===== config.mk =====
export PLATFORM = sky130hd
export DESIGN_NAME = udc_dma_ctrl
export DESIGN_NICKNAME = d
export VERILOG_FILES = /design/src/udc_pkg.sv /design/src/udc_dma_ctrl.sv
export SDC_FILE = /design/constraint.sdc
export NUM_CORES = 1
export LEC_CHECK = 0
export ABC_AREA = 1
export BUFFER_PORTS_ARGS = -buffer_cell sky130_fd_sc_hd__buf_4
export CORE_MARGIN = 1
export CORE_UTILIZATION = 45
export CTS_BUF_LIST = sky130_fd_sc_hd__clkbuf_8
export CTS_CLUSTER_DIAMETER = 100
export DETAILED_ROUTE_END_ITERATION = 7
export GPL_TIMING_DRIVEN = 0
export HOLD_SLACK_MARGIN = 0.03
export PLACE_DENSITY = 0.72
export SLEW_MARGIN = 20
export SYNTH_ARGS = -nofsm -noshare
export SYNTH_HDL_FRONTEND = slang
export SYNTH_SLANG_ARGS = --single-unit

===== constraint.sdc =====
create_clock -name sys_clk -period 3.1 [get_ports sys_clk]
set_input_delay 0.155 -clock sys_clk [delete_from_list [all_inputs] [get_ports sys_clk]]
set_output_delay 0.155 -clock sys_clk [all_outputs]
set_load 0.03 [all_outputs]

===== src/udc_pkg.sv =====
// package: register map, field layout and states of the usb dma channel block
package udc_pkg;
  localparam logic [7:0] ADDR_DMA_STAT = 8'h00;
  localparam logic [7:0] ADDR_RX_CFG = 8'h04;
  localparam logic [7:0] ADDR_TX_CFG = 8'h08;
  localparam logic [7:0] ADDR_DATA = 8'h0c;
  localparam logic [7:0] ADDR_TX_CTL0 = 8'h10;
  localparam logic [7:0] ADDR_TX_CTL1 = 8'h14;
  localparam logic [7:0] ADDR_TX_CTL2 = 8'h18;
  localparam logic [7:0] ADDR_IRQ_STAT = 8'h1c;
  localparam logic [7:0] ADDR_IRQ_MASK = 8'h20;
  localparam int ODD_BIT = 12;
  localparam int RX_SRC_LSB = 8;
  localparam int TX_SRC_LSB = 0;
  localparam int TX_EOT_BIT = 15;
  localparam logic [11:0] CFG_MASK = 12'hfff;
  localparam logic [15:0] RESET_16 = 16'h0000;
  localparam logic [3:0] EP_NONE = 4'h0;
  localparam int IRQ_RX = 0;
  localparam int IRQ_TX = 1;
  typedef enum logic [1:0] {
    UDC_IDLE = 2'b00,
    UDC_ACK = 2'b01
  } udc_bus_t;
endpackage

===== src/udc_dma_ctrl.sv =====
// usb device dma channel control with classic wishbone slave
//
// Added by the designer: the placing of the registers and the Wishbone register port.
`timescale 1ns/100ps
`default_nettype none
module udc_dma_ctrl (
  input wire logic sys_clk,
  input wire logic arst_n,
  input wire logic usb_reset,
  input wire logic wb_cyc_i,
  input wire logic wb_stb_i,
  input wire logic wb_we_i,
  input wire logic [7:0] wb_adr_i,
  input wire logic [3:0] wb_sel_i,
  input wire logic [31:0] wb_dat_i,
  output logic [31:0] wb_dat_o,
  output logic wb_ack_o,
  input wire logic [2:0] rx_eot_evt,
  input wire logic [2:0] rx_eot_odd,
  input wire logic [2:0] tx_done_evt,
  input wire logic [2:0] rx_dma_req,
  input wire logic [2:0] tx_dma_req,
  input wire logic [15:0] rx_fifo_data,
  output logic [3:0] rx_fifo_ep,
  output logic rx_fifo_pop,
  output logic [3:0] tx_fifo_ep,
  output logic tx_fifo_push,
  output logic [15:0] tx_fifo_data,
  output logic [2:0] rx_chan_en,
  output logic [2:0] tx_chan_en,
  output logic [2:0] tx_end_of_transfer_mode,
  output logic irq
);
  udc_pkg::udc_bus_t bus_q;
  logic [11:0] rx_channel_endpoint_select_q;
  logic [11:0] tx_channel_endpoint_select_q;
  logic [2:0] tx_eot_q;
  logic receive_event_flag_q;
  logic transmit_event_flag_q;
  logic rx_odd_byte_flag_q;
  logic [3:0] rx_dma_source_endpoint_q;
  logic [3:0] tx_dma_source_endpoint_q;
  logic [2:0] rx_pend_q;
  logic [2:0] rx_pend_odd_q;
  logic [2:0] tx_pend_q;
  logic [1:0] irq_stat_q;
  logic [1:0] irq_mask_q;
  logic [15:0] tx_fifo_data_q;
  logic tx_fifo_push_q;
  logic rx_fifo_pop_q;
  logic req;
  logic wr;
  logic rd;
  logic clr_rx;
  logic clr_tx;
  logic [2:0] rx_all;
  logic [2:0] tx_all;
  logic [1:0] rx_pick;
  logic [1:0] tx_pick;
  logic [15:0] stat_word;
  logic [2:0] rx_odd_all;

  function automatic logic [3:0] chan_ep(input logic [11:0] cfg,
                                         input logic [1:0] ch);
    chan_ep = cfg[4*ch +: 4];
  endfunction

  function automatic logic [1:0] first_set(input logic [2:0] v);
    if (v[0]) begin
      first_set = 2'd0;
    end else if (v[1]) begin
      first_set = 2'd1;
    end else begin
      first_set = 2'd2;
    end
  endfunction

  assign req = wb_cyc_i && wb_stb_i && (bus_q == udc_pkg::UDC_IDLE);
  assign wr = req && wb_we_i && wb_sel_i[0];
  assign rd = req && !wb_we_i;
  assign wb_ack_o = (bus_q == udc_pkg::UDC_ACK);

  // channel enables follow selectors immediately
  always_comb begin
    for (int i = 0; i < 3; i++) begin
      rx_chan_en[i] = chan_ep(rx_channel_endpoint_select_q, 2'(i))
                      != udc_pkg::EP_NONE;
      tx_chan_en[i] = chan_ep(tx_channel_endpoint_select_q, 2'(i))
                      != udc_pkg::EP_NONE;
    end
  end

  assign rx_pick = first_set(rx_dma_req & rx_chan_en);
  assign tx_pick = first_set(tx_dma_req & tx_chan_en);
  // data port steering by direction
  assign rx_fifo_ep = (|(rx_dma_req & rx_chan_en)) ?
    chan_ep(rx_channel_endpoint_select_q, rx_pick) : udc_pkg::EP_NONE;
  assign tx_fifo_ep = (|(tx_dma_req & tx_chan_en)) ?
    chan_ep(tx_channel_endpoint_select_q, tx_pick) : udc_pkg::EP_NONE;
  assign tx_fifo_push = tx_fifo_push_q;
  assign tx_fifo_data = tx_fifo_data_q;
  assign rx_fifo_pop = rx_fifo_pop_q;
  assign tx_end_of_transfer_mode = tx_eot_q;

  assign stat_word = {3'b000, rx_odd_byte_flag_q, rx_dma_source_endpoint_q,
                      4'h0, tx_dma_source_endpoint_q};
  assign clr_rx = wr && wb_adr_i == udc_pkg::ADDR_IRQ_STAT
                  && wb_dat_i[udc_pkg::IRQ_RX];
  assign clr_tx = wr && wb_adr_i == udc_pkg::ADDR_IRQ_STAT
                  && wb_dat_i[udc_pkg::IRQ_TX];

  always_ff @(posedge sys_clk or negedge arst_n) begin
    if (!arst_n) begin
      bus_q <= udc_pkg::UDC_IDLE;
    end else begin
      case (bus_q)
        udc_pkg::UDC_IDLE: begin
          if (wb_cyc_i && wb_stb_i) begin
            bus_q <= udc_pkg::UDC_ACK;
          end
        end
        default: begin
          bus_q <= udc_pkg::UDC_IDLE;
        end
      endcase
    end
  end

  // read data
  always_ff @(posedge sys_clk or negedge arst_n) begin
    if (!arst_n) begin
      wb_dat_o <= 32'h0000_0000;
    end else if (rd) begin
      if (wb_adr_i == udc_pkg::ADDR_DMA_STAT) begin
        wb_dat_o <= {16'h0000, stat_word};
      end else if (wb_adr_i == udc_pkg::ADDR_RX_CFG) begin
        wb_dat_o <= {20'h00000, rx_channel_endpoint_select_q};
      end else if (wb_adr_i == udc_pkg::ADDR_TX_CFG) begin
        wb_dat_o <= {20'h00000, tx_channel_endpoint_select_q};
      end else if (wb_adr_i == udc_pkg::ADDR_DATA) begin
        wb_dat_o <= {16'h0000, rx_fifo_data};
      end else if (wb_adr_i == udc_pkg::ADDR_TX_CTL0) begin
        wb_dat_o <= {16'h0000, tx_eot_q[0], 15'h0000};
      end else if (wb_adr_i == udc_pkg::ADDR_TX_CTL1) begin
        wb_dat_o <= {16'h0000, tx_eot_q[1], 15'h0000};
      end else if (wb_adr_i == udc_pkg::ADDR_TX_CTL2) begin
        wb_dat_o <= {16'h0000, tx_eot_q[2], 15'h0000};
      end else if (wb_adr_i == udc_pkg::ADDR_IRQ_STAT) begin
        wb_dat_o <= {30'h00000000, irq_stat_q};
      end else if (wb_adr_i == udc_pkg::ADDR_IRQ_MASK) begin
        wb_dat_o <= {30'h00000000, irq_mask_q};
      end else begin
        wb_dat_o <= 32'h0000_0000;
      end
    end
  end

  // data port strobes, one cycle each
  always_ff @(posedge sys_clk or negedge arst_n) begin
    if (!arst_n) begin
      tx_fifo_push_q <= 1'b0;
      tx_fifo_data_q <= udc_pkg::RESET_16;
      rx_fifo_pop_q <= 1'b0;
    end else begin
      tx_fifo_push_q <= wr && wb_adr_i == udc_pkg::ADDR_DATA
                        && (|(tx_dma_req & tx_chan_en));
      rx_fifo_pop_q <= rd && wb_adr_i == udc_pkg::ADDR_DATA
                       && (|(rx_dma_req & rx_chan_en));
      if (wr && wb_adr_i == udc_pkg::ADDR_DATA) begin
        tx_fifo_data_q <= wb_dat_i[15:0];
      end
    end
  end

  // configuration registers
  always_ff @(posedge sys_clk or negedge arst_n) begin
    if (!arst_n) begin
      rx_channel_endpoint_select_q <= 12'h000;
      tx_channel_endpoint_select_q <= 12'h000;
      tx_eot_q <= 3'b000;
      irq_mask_q <= 2'b00;
    end else if (usb_reset) begin
      rx_channel_endpoint_select_q <= 12'h000;
      tx_channel_endpoint_select_q <= 12'h000;
      tx_eot_q <= 3'b000;
    end else if (wr) begin
      if (wb_adr_i == udc_pkg::ADDR_RX_CFG) begin
        rx_channel_endpoint_select_q <= wb_dat_i[11:0] & udc_pkg::CFG_MASK;
      end else if (wb_adr_i == udc_pkg::ADDR_TX_CFG) begin
        tx_channel_endpoint_select_q <= wb_dat_i[11:0] & udc_pkg::CFG_MASK;
      end else if (wb_adr_i == udc_pkg::ADDR_TX_CTL0) begin
        tx_eot_q[0] <= wb_dat_i[udc_pkg::TX_EOT_BIT];
      end else if (wb_adr_i == udc_pkg::ADDR_TX_CTL1) begin
        tx_eot_q[1] <= wb_dat_i[udc_pkg::TX_EOT_BIT];
      end else if (wb_adr_i == udc_pkg::ADDR_TX_CTL2) begin
        tx_eot_q[2] <= wb_dat_i[udc_pkg::TX_EOT_BIT];
      end else if (wb_adr_i == udc_pkg::ADDR_IRQ_MASK) begin
        irq_mask_q <= wb_dat_i[1:0];
      end
    end
  end

  // rx event tracking, pending events wait for the flag to clear
  assign rx_all = rx_pend_q | rx_eot_evt;
  assign tx_all = tx_pend_q | tx_done_evt;
  // latest odd qualifier per channel, a fresh event replaces a queued one
  assign rx_odd_all = (rx_pend_odd_q & ~rx_eot_evt)
                      | (rx_eot_odd & rx_eot_evt);
  always_ff @(posedge sys_clk or negedge arst_n) begin
    if (!arst_n) begin
      receive_event_flag_q <= 1'b0;
      rx_odd_byte_flag_q <= 1'b0;
      rx_dma_source_endpoint_q <= 4'h0;
      rx_pend_q <= 3'b000;
      rx_pend_odd_q <= 3'b000;
    end else if (usb_reset) begin
      receive_event_flag_q <= 1'b0;
      rx_odd_byte_flag_q <= 1'b0;
      rx_dma_source_endpoint_q <= 4'h0;
      rx_pend_q <= 3'b000;
      rx_pend_odd_q <= 3'b000;
    end else if (!receive_event_flag_q && (|rx_all)) begin
      receive_event_flag_q <= 1'b1;
      rx_dma_source_endpoint_q <= chan_ep(rx_channel_endpoint_select_q,
                                          first_set(rx_all));
      rx_odd_byte_flag_q <= rx_odd_all[first_set(rx_all)];
      rx_pend_q <= rx_all & ~(3'b001 << first_set(rx_all));
      rx_pend_odd_q <= rx_odd_all & ~(3'b001 << first_set(rx_all));
    end else begin
      rx_pend_q <= rx_all;
      rx_pend_odd_q <= rx_odd_all & rx_all;
      if (clr_rx) begin
        receive_event_flag_q <= 1'b0;
        rx_odd_byte_flag_q <= 1'b0;
        rx_dma_source_endpoint_q <= 4'h0;
      end
    end
  end

  // tx event tracking
  always_ff @(posedge sys_clk or negedge arst_n) begin
    if (!arst_n) begin
      transmit_event_flag_q <= 1'b0;
      tx_dma_source_endpoint_q <= 4'h0;
      tx_pend_q <= 3'b000;
    end else if (usb_reset) begin
      transmit_event_flag_q <= 1'b0;
      tx_dma_source_endpoint_q <= 4'h0;
      tx_pend_q <= 3'b000;
    end else if (!transmit_event_flag_q && (|tx_all)) begin
      transmit_event_flag_q <= 1'b1;
      tx_dma_source_endpoint_q <= chan_ep(tx_channel_endpoint_select_q,
                                          first_set(tx_all));
      tx_pend_q <= tx_all & ~(3'b001 << first_set(tx_all));
    end else begin
      tx_pend_q <= tx_all;
      if (clr_tx) begin
        transmit_event_flag_q <= 1'b0;
        tx_dma_source_endpoint_q <= 4'h0;
      end
    end
  end

  // sticky interrupt bits mirror the event flags; clear beats a new event, which stays pending and sets the flag a cycle later
  assign irq_stat_q = {transmit_event_flag_q, receive_event_flag_q};
  assign irq = |(irq_stat_q & irq_mask_q);

  a_odd_needs_flag: assert property (@(posedge sys_clk) disable iff (!arst_n)
    rx_odd_byte_flag_q |-> receive_event_flag_q)
    else $error("odd flag without rx flag");
  a_rx_src_zero: assert property (@(posedge sys_clk) disable iff (!arst_n)
    !receive_event_flag_q |-> rx_dma_source_endpoint_q == 4'h0)
    else $error("rx source not zero");
  a_tx_src_zero: assert property (@(posedge sys_clk) disable iff (!arst_n)
    !transmit_event_flag_q |-> tx_dma_source_endpoint_q == 4'h0)
    else $error("tx source not zero");
  a_usb_reset_clr: assert property (@(posedge sys_clk) disable iff (!arst_n)
    usb_reset |=> stat_word == 16'h0000
    && rx_channel_endpoint_select_q == 12'h000)
    else $error("usb reset did not clear");
  a_rx_cfg_write: assert property (@(posedge sys_clk) disable iff (!arst_n)
    wr && wb_adr_i == udc_pkg::ADDR_RX_CFG && !usb_reset
    |=> rx_channel_endpoint_select_q == $past(wb_dat_i[11:0]))
    else $error("rx cfg not stored");
  a_tx_cfg_write: assert property (@(posedge sys_clk) disable iff (!arst_n)
    wr && wb_adr_i == udc_pkg::ADDR_TX_CFG && !usb_reset
    |=> tx_channel_endpoint_select_q == $past(wb_dat_i[11:0]))
    else $error("tx cfg not stored");
  a_rx_chan_en: assert property (@(posedge sys_clk) disable iff (!arst_n)
    rx_chan_en[0] == (rx_channel_endpoint_select_q[3:0] != 4'h0))
    else $error("rx enable mismatch");
  a_tx_chan_en: assert property (@(posedge sys_clk) disable iff (!arst_n)
    tx_chan_en[2] == (tx_channel_endpoint_select_q[11:8] != 4'h0))
    else $error("tx enable mismatch");
  a_push_port: assert property (@(posedge sys_clk) disable iff (!arst_n)
    tx_fifo_push |-> $past(wr && wb_adr_i == udc_pkg::ADDR_DATA
    && tx_fifo_ep != 4'h0))
    else $error("push without tx request");
  a_rx_src_hold: assert property (@(posedge sys_clk) disable iff (!arst_n)
    receive_event_flag_q && !clr_rx && !usb_reset
    |=> $stable(rx_dma_source_endpoint_q))
    else $error("rx source changed while pending");
  a_tx_eot_bit: assert property (@(posedge sys_clk) disable iff (!arst_n)
    wr && wb_adr_i == udc_pkg::ADDR_TX_CTL0 && !usb_reset
    |=> tx_end_of_transfer_mode[0] == $past(wb_dat_i[15]))
    else $error("tx eot bit not stored");
  a_ack_one: assert property (@(posedge sys_clk) disable iff (!arst_n)
    wb_ack_o |=> !wb_ack_o)
    else $error("ack held two cycles");
  a_ack_follows: assert property (@(posedge sys_clk) disable iff (!arst_n)
    req |=> wb_ack_o)
    else $error("request not acknowledged");
  a_pop_port: assert property (@(posedge sys_clk) disable iff (!arst_n)
    rx_fifo_pop |-> $past(rd && wb_adr_i == udc_pkg::ADDR_DATA
    && rx_fifo_ep != 4'h0))
    else $error("pop without rx request");
  a_odd_set: assert property (@(posedge sys_clk) disable iff (!arst_n)
    !receive_event_flag_q && rx_eot_evt[0] && rx_eot_odd[0] && !usb_reset
    |=> receive_event_flag_q && rx_odd_byte_flag_q)
    else $error("odd flag not set");
  a_odd_clear: assert property (@(posedge sys_clk) disable iff (!arst_n)
    receive_event_flag_q && clr_rx && !usb_reset
    |=> !receive_event_flag_q && !rx_odd_byte_flag_q)
    else $error("odd flag survived clear");
  a_rx_src_load: assert property (@(posedge sys_clk) disable iff (!arst_n)
    !receive_event_flag_q && rx_eot_evt[0] && !usb_reset
    |=> rx_dma_source_endpoint_q == $past(rx_channel_endpoint_select_q[3:0]))
    else $error("rx source not loaded");
  a_tx_src_load: assert property (@(posedge sys_clk) disable iff (!arst_n)
    !transmit_event_flag_q && tx_done_evt[0] && !usb_reset
    |=> tx_dma_source_endpoint_q == $past(tx_channel_endpoint_select_q[3:0]))
    else $error("tx source not loaded");
  a_rx_steer: assert property (@(posedge sys_clk) disable iff (!arst_n)
    rx_dma_req[0] && rx_chan_en[0]
    |-> rx_fifo_ep == rx_channel_endpoint_select_q[3:0])
    else $error("rx port steered wrong");
  a_tx_steer: assert property (@(posedge sys_clk) disable iff (!arst_n)
    tx_dma_req[0] && tx_chan_en[0]
    |-> tx_fifo_ep == tx_channel_endpoint_select_q[3:0])
    else $error("tx port steered wrong");
  a_tx_src_hold: assert property (@(posedge sys_clk) disable iff (!arst_n)
    transmit_event_flag_q && !clr_tx && !usb_reset
    |=> $stable(tx_dma_source_endpoint_q))
    else $error("tx source changed while pending");
  a_usb_reset_tx: assert property (@(posedge sys_clk) disable iff (!arst_n)
    usb_reset |=> tx_channel_endpoint_select_q == 12'h000
    && tx_end_of_transfer_mode == 3'b000 && !irq)
    else $error("usb reset left tx state");
  a_rx_cfg_hold: assert property (@(posedge sys_clk) disable iff (!arst_n)
    !(wr && wb_adr_i == udc_pkg::ADDR_RX_CFG) && !usb_reset
    |=> $stable(rx_channel_endpoint_select_q))
    else $error("rx cfg changed without write");
  a_stat_rsvd: assert property (@(posedge sys_clk) disable iff (!arst_n)
    rd && wb_adr_i == udc_pkg::ADDR_DMA_STAT
    |=> wb_dat_o[31:13] == 19'h00000 && wb_dat_o[7:4] == 4'h0)
    else $error("status reserved bits set");
  a_cfg_rsvd: assert property (@(posedge sys_clk) disable iff (!arst_n)
    rd && wb_adr_i == udc_pkg::ADDR_TX_CFG
    |=> wb_dat_o[31:12] == 20'h00000)
    else $error("cfg reserved bits set");
  c_rx_event: cover property (@(posedge sys_clk) disable iff (!arst_n)
    $rose(receive_event_flag_q) && rx_odd_byte_flag_q);
  c_both_req: cover property (@(posedge sys_clk) disable iff (!arst_n)
    rx_fifo_pop_q && (|tx_dma_req));
  c_rx_queued: cover property (@(posedge sys_clk) disable iff (!arst_n)
    receive_event_flag_q && (|rx_pend_q));
  c_tx_queued: cover property (@(posedge sys_clk) disable iff (!arst_n)
    transmit_event_flag_q && (|tx_pend_q));
  c_usb_reset: cover property (@(posedge sys_clk) disable iff (!arst_n)
    usb_reset && transmit_event_flag_q);
endmodule
`default_nettype wire


# ---- After elaboration in Yosys (flattened, before gate mapping)
# Cells that the tools add are included.
dict set report totals {
  ff_bits 101
  latchBits 0
  ramBits 0
  romBits 0
  in_bits 81
  output_inout_bits 69
  memories 0
}
dict set report op_classes {
  addsub 0
  n_mul 0
  div_mod_pow 0
  magnitude_cmp 1
  n_eq_ne 14
  shift 6
  mux 63
  n_bitwise 21
  n_reduce_logical 44
}
# op count
set ops {}
lappend ops {{$mux W16} 7}
lappend ops {{$mux W12} 7}
lappend ops {{$shiftx A12 B5 Y4} 4}
lappend ops {{$mux W2} 17}
lappend ops {{$eq A8 B5 Y1 const B} 4}
lappend ops {{$mux W4} 8}
lappend ops {{$mux W3} 10}
lappend ops {{$and A3 B3 Y3} 8}
lappend ops {{$reduce_bool A4 Y1} 6}
lappend ops {{$eq A8 B4 Y1 const B} 2}
lappend ops {{$logic_and A1 B1 Y1} 14}
lappend ops {{$mux W1} 13}
lappend ops {{$reduce_bool A2 Y1} 6}
lappend ops {{$reduce_or A3 Y1} 4}
lappend ops {{$ne A2 B2 Y1 const B} 5}
lappend ops {{$not A3 Y3} 3}
lappend ops {{$or A3 B3 Y3} 3}
lappend ops {{$eq A8 B3 Y1 const B} 1}
lappend ops {{$eq A8 B6 Y1 const B} 1}
lappend ops {{$logic_not A8 Y1} 1}
lappend ops {{$reduce_and A8 Y1} 1}
lappend ops {{$not A1 Y1} 6}
lappend ops {{$reduce_and A6 Y1} 1}
lappend ops {{$reduce_bool A3 Y1} 2}
lappend ops {{12 further kinds} 15}

# ---- Logic depth before layout (Yosys ltp)
dict set report logic_depth {
  ltp_word 10
  ltp_mapped 10
}

# ---- Worst setup path after synthesis
# Ideal clock, no wire load.
dict set report synth_timing {
  path_kind {flip-flop to output port}
  startpoint {register rx_channel_endpoint_select_q[3]}
  endpoint {output port rx_fifo_ep[0]}
  arrival_ns 1.672
  t_required_ns 2.945
  path_slack_ns 1.273
  stages_incl_launch_ff 9
  n_path_buf 0
  cell_sequence {dfrtp_1 > inv_1 > nand4_1 > nand2_1 > nand2_1 > inv_1 > nand2_1 > o21ai_0 > nor2_1}
}
dict set report synth_between {
  elab_chain_len 5
  word_cells_on_any_way 6
  classes_between {shift (1); mux (2); bitwise (1); reduce/logical (2)}
}
# element line
set synth_rtl {}
lappend synth_rtl {{start, declared} udc_dma_ctrl.sv:35} ;# logic [11:0] rx_channel_endpoint_select_q;
lappend synth_rtl {{start signal, assigned} udc_dma_ctrl.sv:188} ;# rx_channel_endpoint_select_q <= wb_dat_i[11:0] & udc_pkg::CFG_MASK;
lappend synth_rtl {{$reduce_bool A4 Y1 (*)} udc_dma_ctrl.sv:86} ;# rx_chan_en[i] = chan_ep(rx_channel_endpoint_select_q, 2'(i))
lappend synth_rtl {{named net rx_chan_en[0]} udc_dma_ctrl.sv:29} ;# output logic [2:0] rx_chan_en,
lappend synth_rtl {{$and A3 B3 Y3 (*)} udc_dma_ctrl.sv:96} ;# assign rx_fifo_ep = (|(rx_dma_req & rx_chan_en)) ?
lappend synth_rtl {{$mux W2} udc_dma_ctrl.sv:69} ;# if (v[0]) begin
lappend synth_rtl {{$shiftx A12 B5 Y4} udc_dma_ctrl.sv:65} ;# chan_ep = cfg[4*ch +: 4];
lappend synth_rtl {{$mux W4 (*)} udc_dma_ctrl.sv:96}
lappend synth_rtl {{end, declared} udc_dma_ctrl.sv:24} ;# output logic [3:0] rx_fifo_ep,
# Mark *: on every way through the listed nets, which the timed path passes. The rest lies on a longest branch.

# ---- Worst setup path in the final report
dict set report layout_timing {
  startpoint {register rx_channel_endpoint_select_q[3]}
  endpoint {output port rx_fifo_ep[1]}
}
dict set report layout_between {
  elab_chain_len 5
  word_cells_on_any_way 6
  classes_between {shift (1); mux (2); bitwise (1); reduce/logical (2)}
}
# element line
set layout_rtl {}
lappend layout_rtl {{$reduce_bool A4 Y1 (*)} udc_dma_ctrl.sv:86}
lappend layout_rtl {{$and A3 B3 Y3 (*)} udc_dma_ctrl.sv:96}
lappend layout_rtl {{$mux W2} udc_dma_ctrl.sv:69}
lappend layout_rtl {{$shiftx A12 B5 Y4} udc_dma_ctrl.sv:65}
lappend layout_rtl {{$mux W4 (*)} udc_dma_ctrl.sv:96}
# Mark *: on every way between the ends. The rest lies on a longest branch, timed or not.

==> results.toml <==
[outcome]
run_status = "completed"

[worst_setup_path]
cp_slowest_stage_delay_ps = 460
path_buf_inv = 3
timing.critical_path.mode_cell = "sky130_fd_sc_hd__nand2_1"
worstPathRequired_ps = 2940
critical_path.top_delay_family = "simple AND/OR/NAND/NOR gates"
timing.reg2reg.worst_path_depth = 8
timing.reg2reg.setup_slack_ps = 1450
critical-path-slowest-cell = "sky130_fd_sc_hd__dfrtp_1"
critical_path.endpoint_type = "output port"
path_depth = 9
series_of_cell_instances_along_the_critical_path = "inv_1 -> nand4_1 -> nand2_1 -> nand2_1 -> inv_1 -> nand2_1 -> o21ai_0 -> nor2_1 -> buf_4"
crit_type = "reg -> out"
worstPathMaxFanout = 5
arrival_ps = 2030
worstSetupStartpointType = "register"

[global_route]
globalRouteOverflowTotal = 0
grt.total_usage_pct = 26.8
via_count_of_the_first_global_routing_pass = 4236
gr-usage-met1_pct = 36.3
grt_util_met2_pct = 42.5
use_met3_pct = 5.63
grt_pass1_wl_um = 21200
grt_max_degree = 85
grt_antenna_before_repair = 0
grt-busiest-layer = "met2"

[die]
dieHeight_um = 103
pin_count = 150
fp.dieArea_mm2 = 0.0106
core-area_mm2 = 0.00986
row_count = 36
initial_core_util_pct = 46.7
die_w_um = 103

[yosys]
synth_edf_count = 0
most_used_standard_cell_by_instance_count_after_synthesis = "sky130_fd_sc_hd__nand2_1"
yosys_register_bits = 84
mappedNetlistArea_mm2 = 0.00461
dominantRegCellSynth = "sky130_fd_sc_hd__dfrtp_1"
synth_top_area_share_pct = 45.6
ys_types = 35
yosys-top-cells-area = "sky130_fd_sc_hd__dfrtp_1 (46%), sky130_fd_sc_hd__nand2_1 (9.6%), sky130_fd_sc_hd__inv_1 (6.1%)"
synth-warning-count = 0
synth_seq_area_share_pct = 45.6
synth_commonest_cells = "sky130_fd_sc_hd__nand2_1 (118), sky130_fd_sc_hd__dfrtp_1 (84), sky130_fd_sc_hd__inv_1 (75)"
syn-mean-instance-area_um2 = 8.08
syn_inst = 570
synth_largest_area_cell = "sky130_fd_sc_hd__dfrtp_1"
synthArstFlopShare_pct = 100

[route]
detail_routed_net_length_per_standard_cell_um = 15.6
drt_first_iter_violations = 264
detailedRoute.firstPassIterationCount = 6
post_route_antenna_net_violation_count = 0
postRouteWirelength_um = 13300
drc = 0
routed_via_count = 4384
drt-vias-per-instance = 5.14

[worst_hold_path]
hp-class = "in -> reg"
worst_hold_path.num_cells = 3

[final_layout]
post_route_cells_drive_above_1_share_pct = 29.4
fin_nets = 797
insertedDiodeCount = 0
finalInstanceArea_mm2 = 0.00595
area_growth_syn_to_layout_pct = 29.2

[timing]
setup-tns-final_ps = 0
final.setup.worst_slack_ps = 912
finish_stage_setup_viols = 0
slew-limit-headroom_pct = 49.8
worstMarginPinSlew_ps = 753
drv_slew = 0
period_utilisation_layout_pct = 70.6
setup_repair_after_global_routing_missed_its_margin = "no"
min_tclk_post_route_ps = 2190
fin_worst_hold_slack_ps = 47.6
achievable-frequency_mhz = 457
hold_viol_final = 0
finClkSkew_ps = 12.8

[power_and_ir_drop]
power_density_mw_per_mm2 = 440
power_leakage_nw = 3.07
report.power.total_w = 0.00262
power.ir.vdd_worst_v = 0.000237

[job]
cap_viol_max_count = 0

[placed_design]
placedInstanceArea_mm2 = 0.00568
place_hpwl_um = 10400
gp_congestion = 0.867
port_buffers = 113
dp_worst_setup_slack_ps = 1330

[clocking]
ctsHoldBuffers = 7
htree_num_levels = 3
cts_resized = 0
cts-root-buf = "sky130_fd_sc_hd__clkbuf_8"
clkLatencyLatePin_ps = 360
numClockSinks = 84
cts.clk_slew.worst_paths_ps = 80
clockBufferDepth = 2
cts_inserted_buffers = 9
cts_tree = "done"
post-cts-setup-buffers = 0
worst paths after layout:
path,startpoint,end
max,rx_channel_endpoint_select_q[3],rx_fifo_ep[1]
min,wb_cyc_i,bus_q[0]
max reg2reg,bus_q[0],rx_channel_endpoint_select_q[2]
min reg2reg,bus_q[0],bus_q[0]
max in group asynchronous,arst_n,rx_channel_endpoint_select_q[3]
min in group asynchronous,arst_n,tx_end_of_transfer_mode[0]
flip-flops by register name (all words and copies together), names as in the netlist, 2 cells and up:
signal,cells
tx_fifo_data,16
wb_dat_o,16
rx_channel_endpoint_select_q,12
tx_channel_endpoint_select_q,12
rx_dma_source_endpoint_q,4
tx_dma_source_endpoint_q,4
rx_pend_odd_q,3
rx_pend_q,3
tx_end_of_transfer_mode,3
tx_pend_q,3
irq_mask_q,2
tightest hold or removal path, stage by stage:
cell and delay (ps):
sky130_fd_sc_hd__buf_4 120, sky130_fd_sc_hd__nand2_1 60, sky130_fd_sc_hd__nor2_1 30
cells in the final DEF, fill, tap and decap left out, types with 2 or more instances in the layout:
master	Yosys	routed
sky130_fd_sc_hd__buf_4	17	129
sky130_fd_sc_hd__nand2_1	118	118
sky130_fd_sc_hd__dfrtp_1	84	84
sky130_fd_sc_hd__inv_1	75	75
sky130_fd_sc_hd__o21ai_0	44	44
sky130_fd_sc_hd__nor2_1	42	42
sky130_fd_sc_hd__a21oi_1	26	26
sky130_fd_sc_hd__nand3_1	25	25
sky130_fd_sc_hd__conb_1	1	16
sky130_fd_sc_hd__o22ai_1	14	14
sky130_fd_sc_hd__o21ai_2	14	14
sky130_fd_sc_hd__o31ai_1	13	13
sky130_fd_sc_hd__o21ai_1	12	12
sky130_fd_sc_hd__nor3_1	11	11
sky130_fd_sc_hd__nand3_2	11	11
sky130_fd_sc_hd__clkbuf_8	0	10
sky130_fd_sc_hd__buf_2	9	9
sky130_fd_sc_hd__nand4_1	7	7
sky130_fd_sc_hd__dlygate4sd3_1	0	7
sky130_fd_sc_hd__nor2_4	5	5
sky130_fd_sc_hd__nor2_2	5	5
sky130_fd_sc_hd__nand2_2	5	5
sky130_fd_sc_hd__buf_6	4	5
sky130_fd_sc_hd__or2_2	4	4
sky130_fd_sc_hd__clkbuf_1	3	3
sky130_fd_sc_hd__a211oi_1	3	3
sky130_fd_sc_hd__mux2i_1	3	3
sky130_fd_sc_hd__inv_2	3	3
sky130_fd_sc_hd__clkinvlp_4	0	3
sky130_fd_sc_hd__nor2_8	2	2
sky130_fd_sc_hd__inv_4	2	2
sky130_fd_sc_hd__o221ai_1	2	2
final cells by class:
type | instances | area, µm²
fill | 885 | 3920
tap | 133 | 166
sequential | 84 | 2100
clock buffer | 10 | 138
timing repair buffer | 120 | 922
buffer | 33 | 229
clock inverter | 5 | 61.3
inverter | 80 | 305
multi-input combinational | 388 | 2030
per-stage QoR:
step | util [%] | cells
final | 60.3 | 853
after global routing | 60.3 | 853
after CTS | 60.3 | 853
after detailed placement | 57.5 | 831
after global placement | 57.5 | 831
after floorplan | - | 585
cells by family (layout without fill, tap and decap cells):
logic type	after synthesis	in the layout	share of synthesized area [%]
flops	84	84	45.6
compound gates	133	133	17.5
mux	3	3	0.652
simple gates	236	236	24.5
other cells	1	16	0.0814
buf+inv	113	248	11.6
layer usage:
layer  share of wire [%]  vias to the layer above
met2                  46                      197
met1                  45                     2038
li1                    -                     2129
met4                 2.4                        0
met3                 7.1                       20
met5                   0                        -
report_power, final:
group	switching [W]	internal, W
Sequential	0.0000592	0.00116
Combinational	0.000386	0.000220
Clock	0.000406	0.000393
No activity file was read; power rests on OpenSTA's default activity.
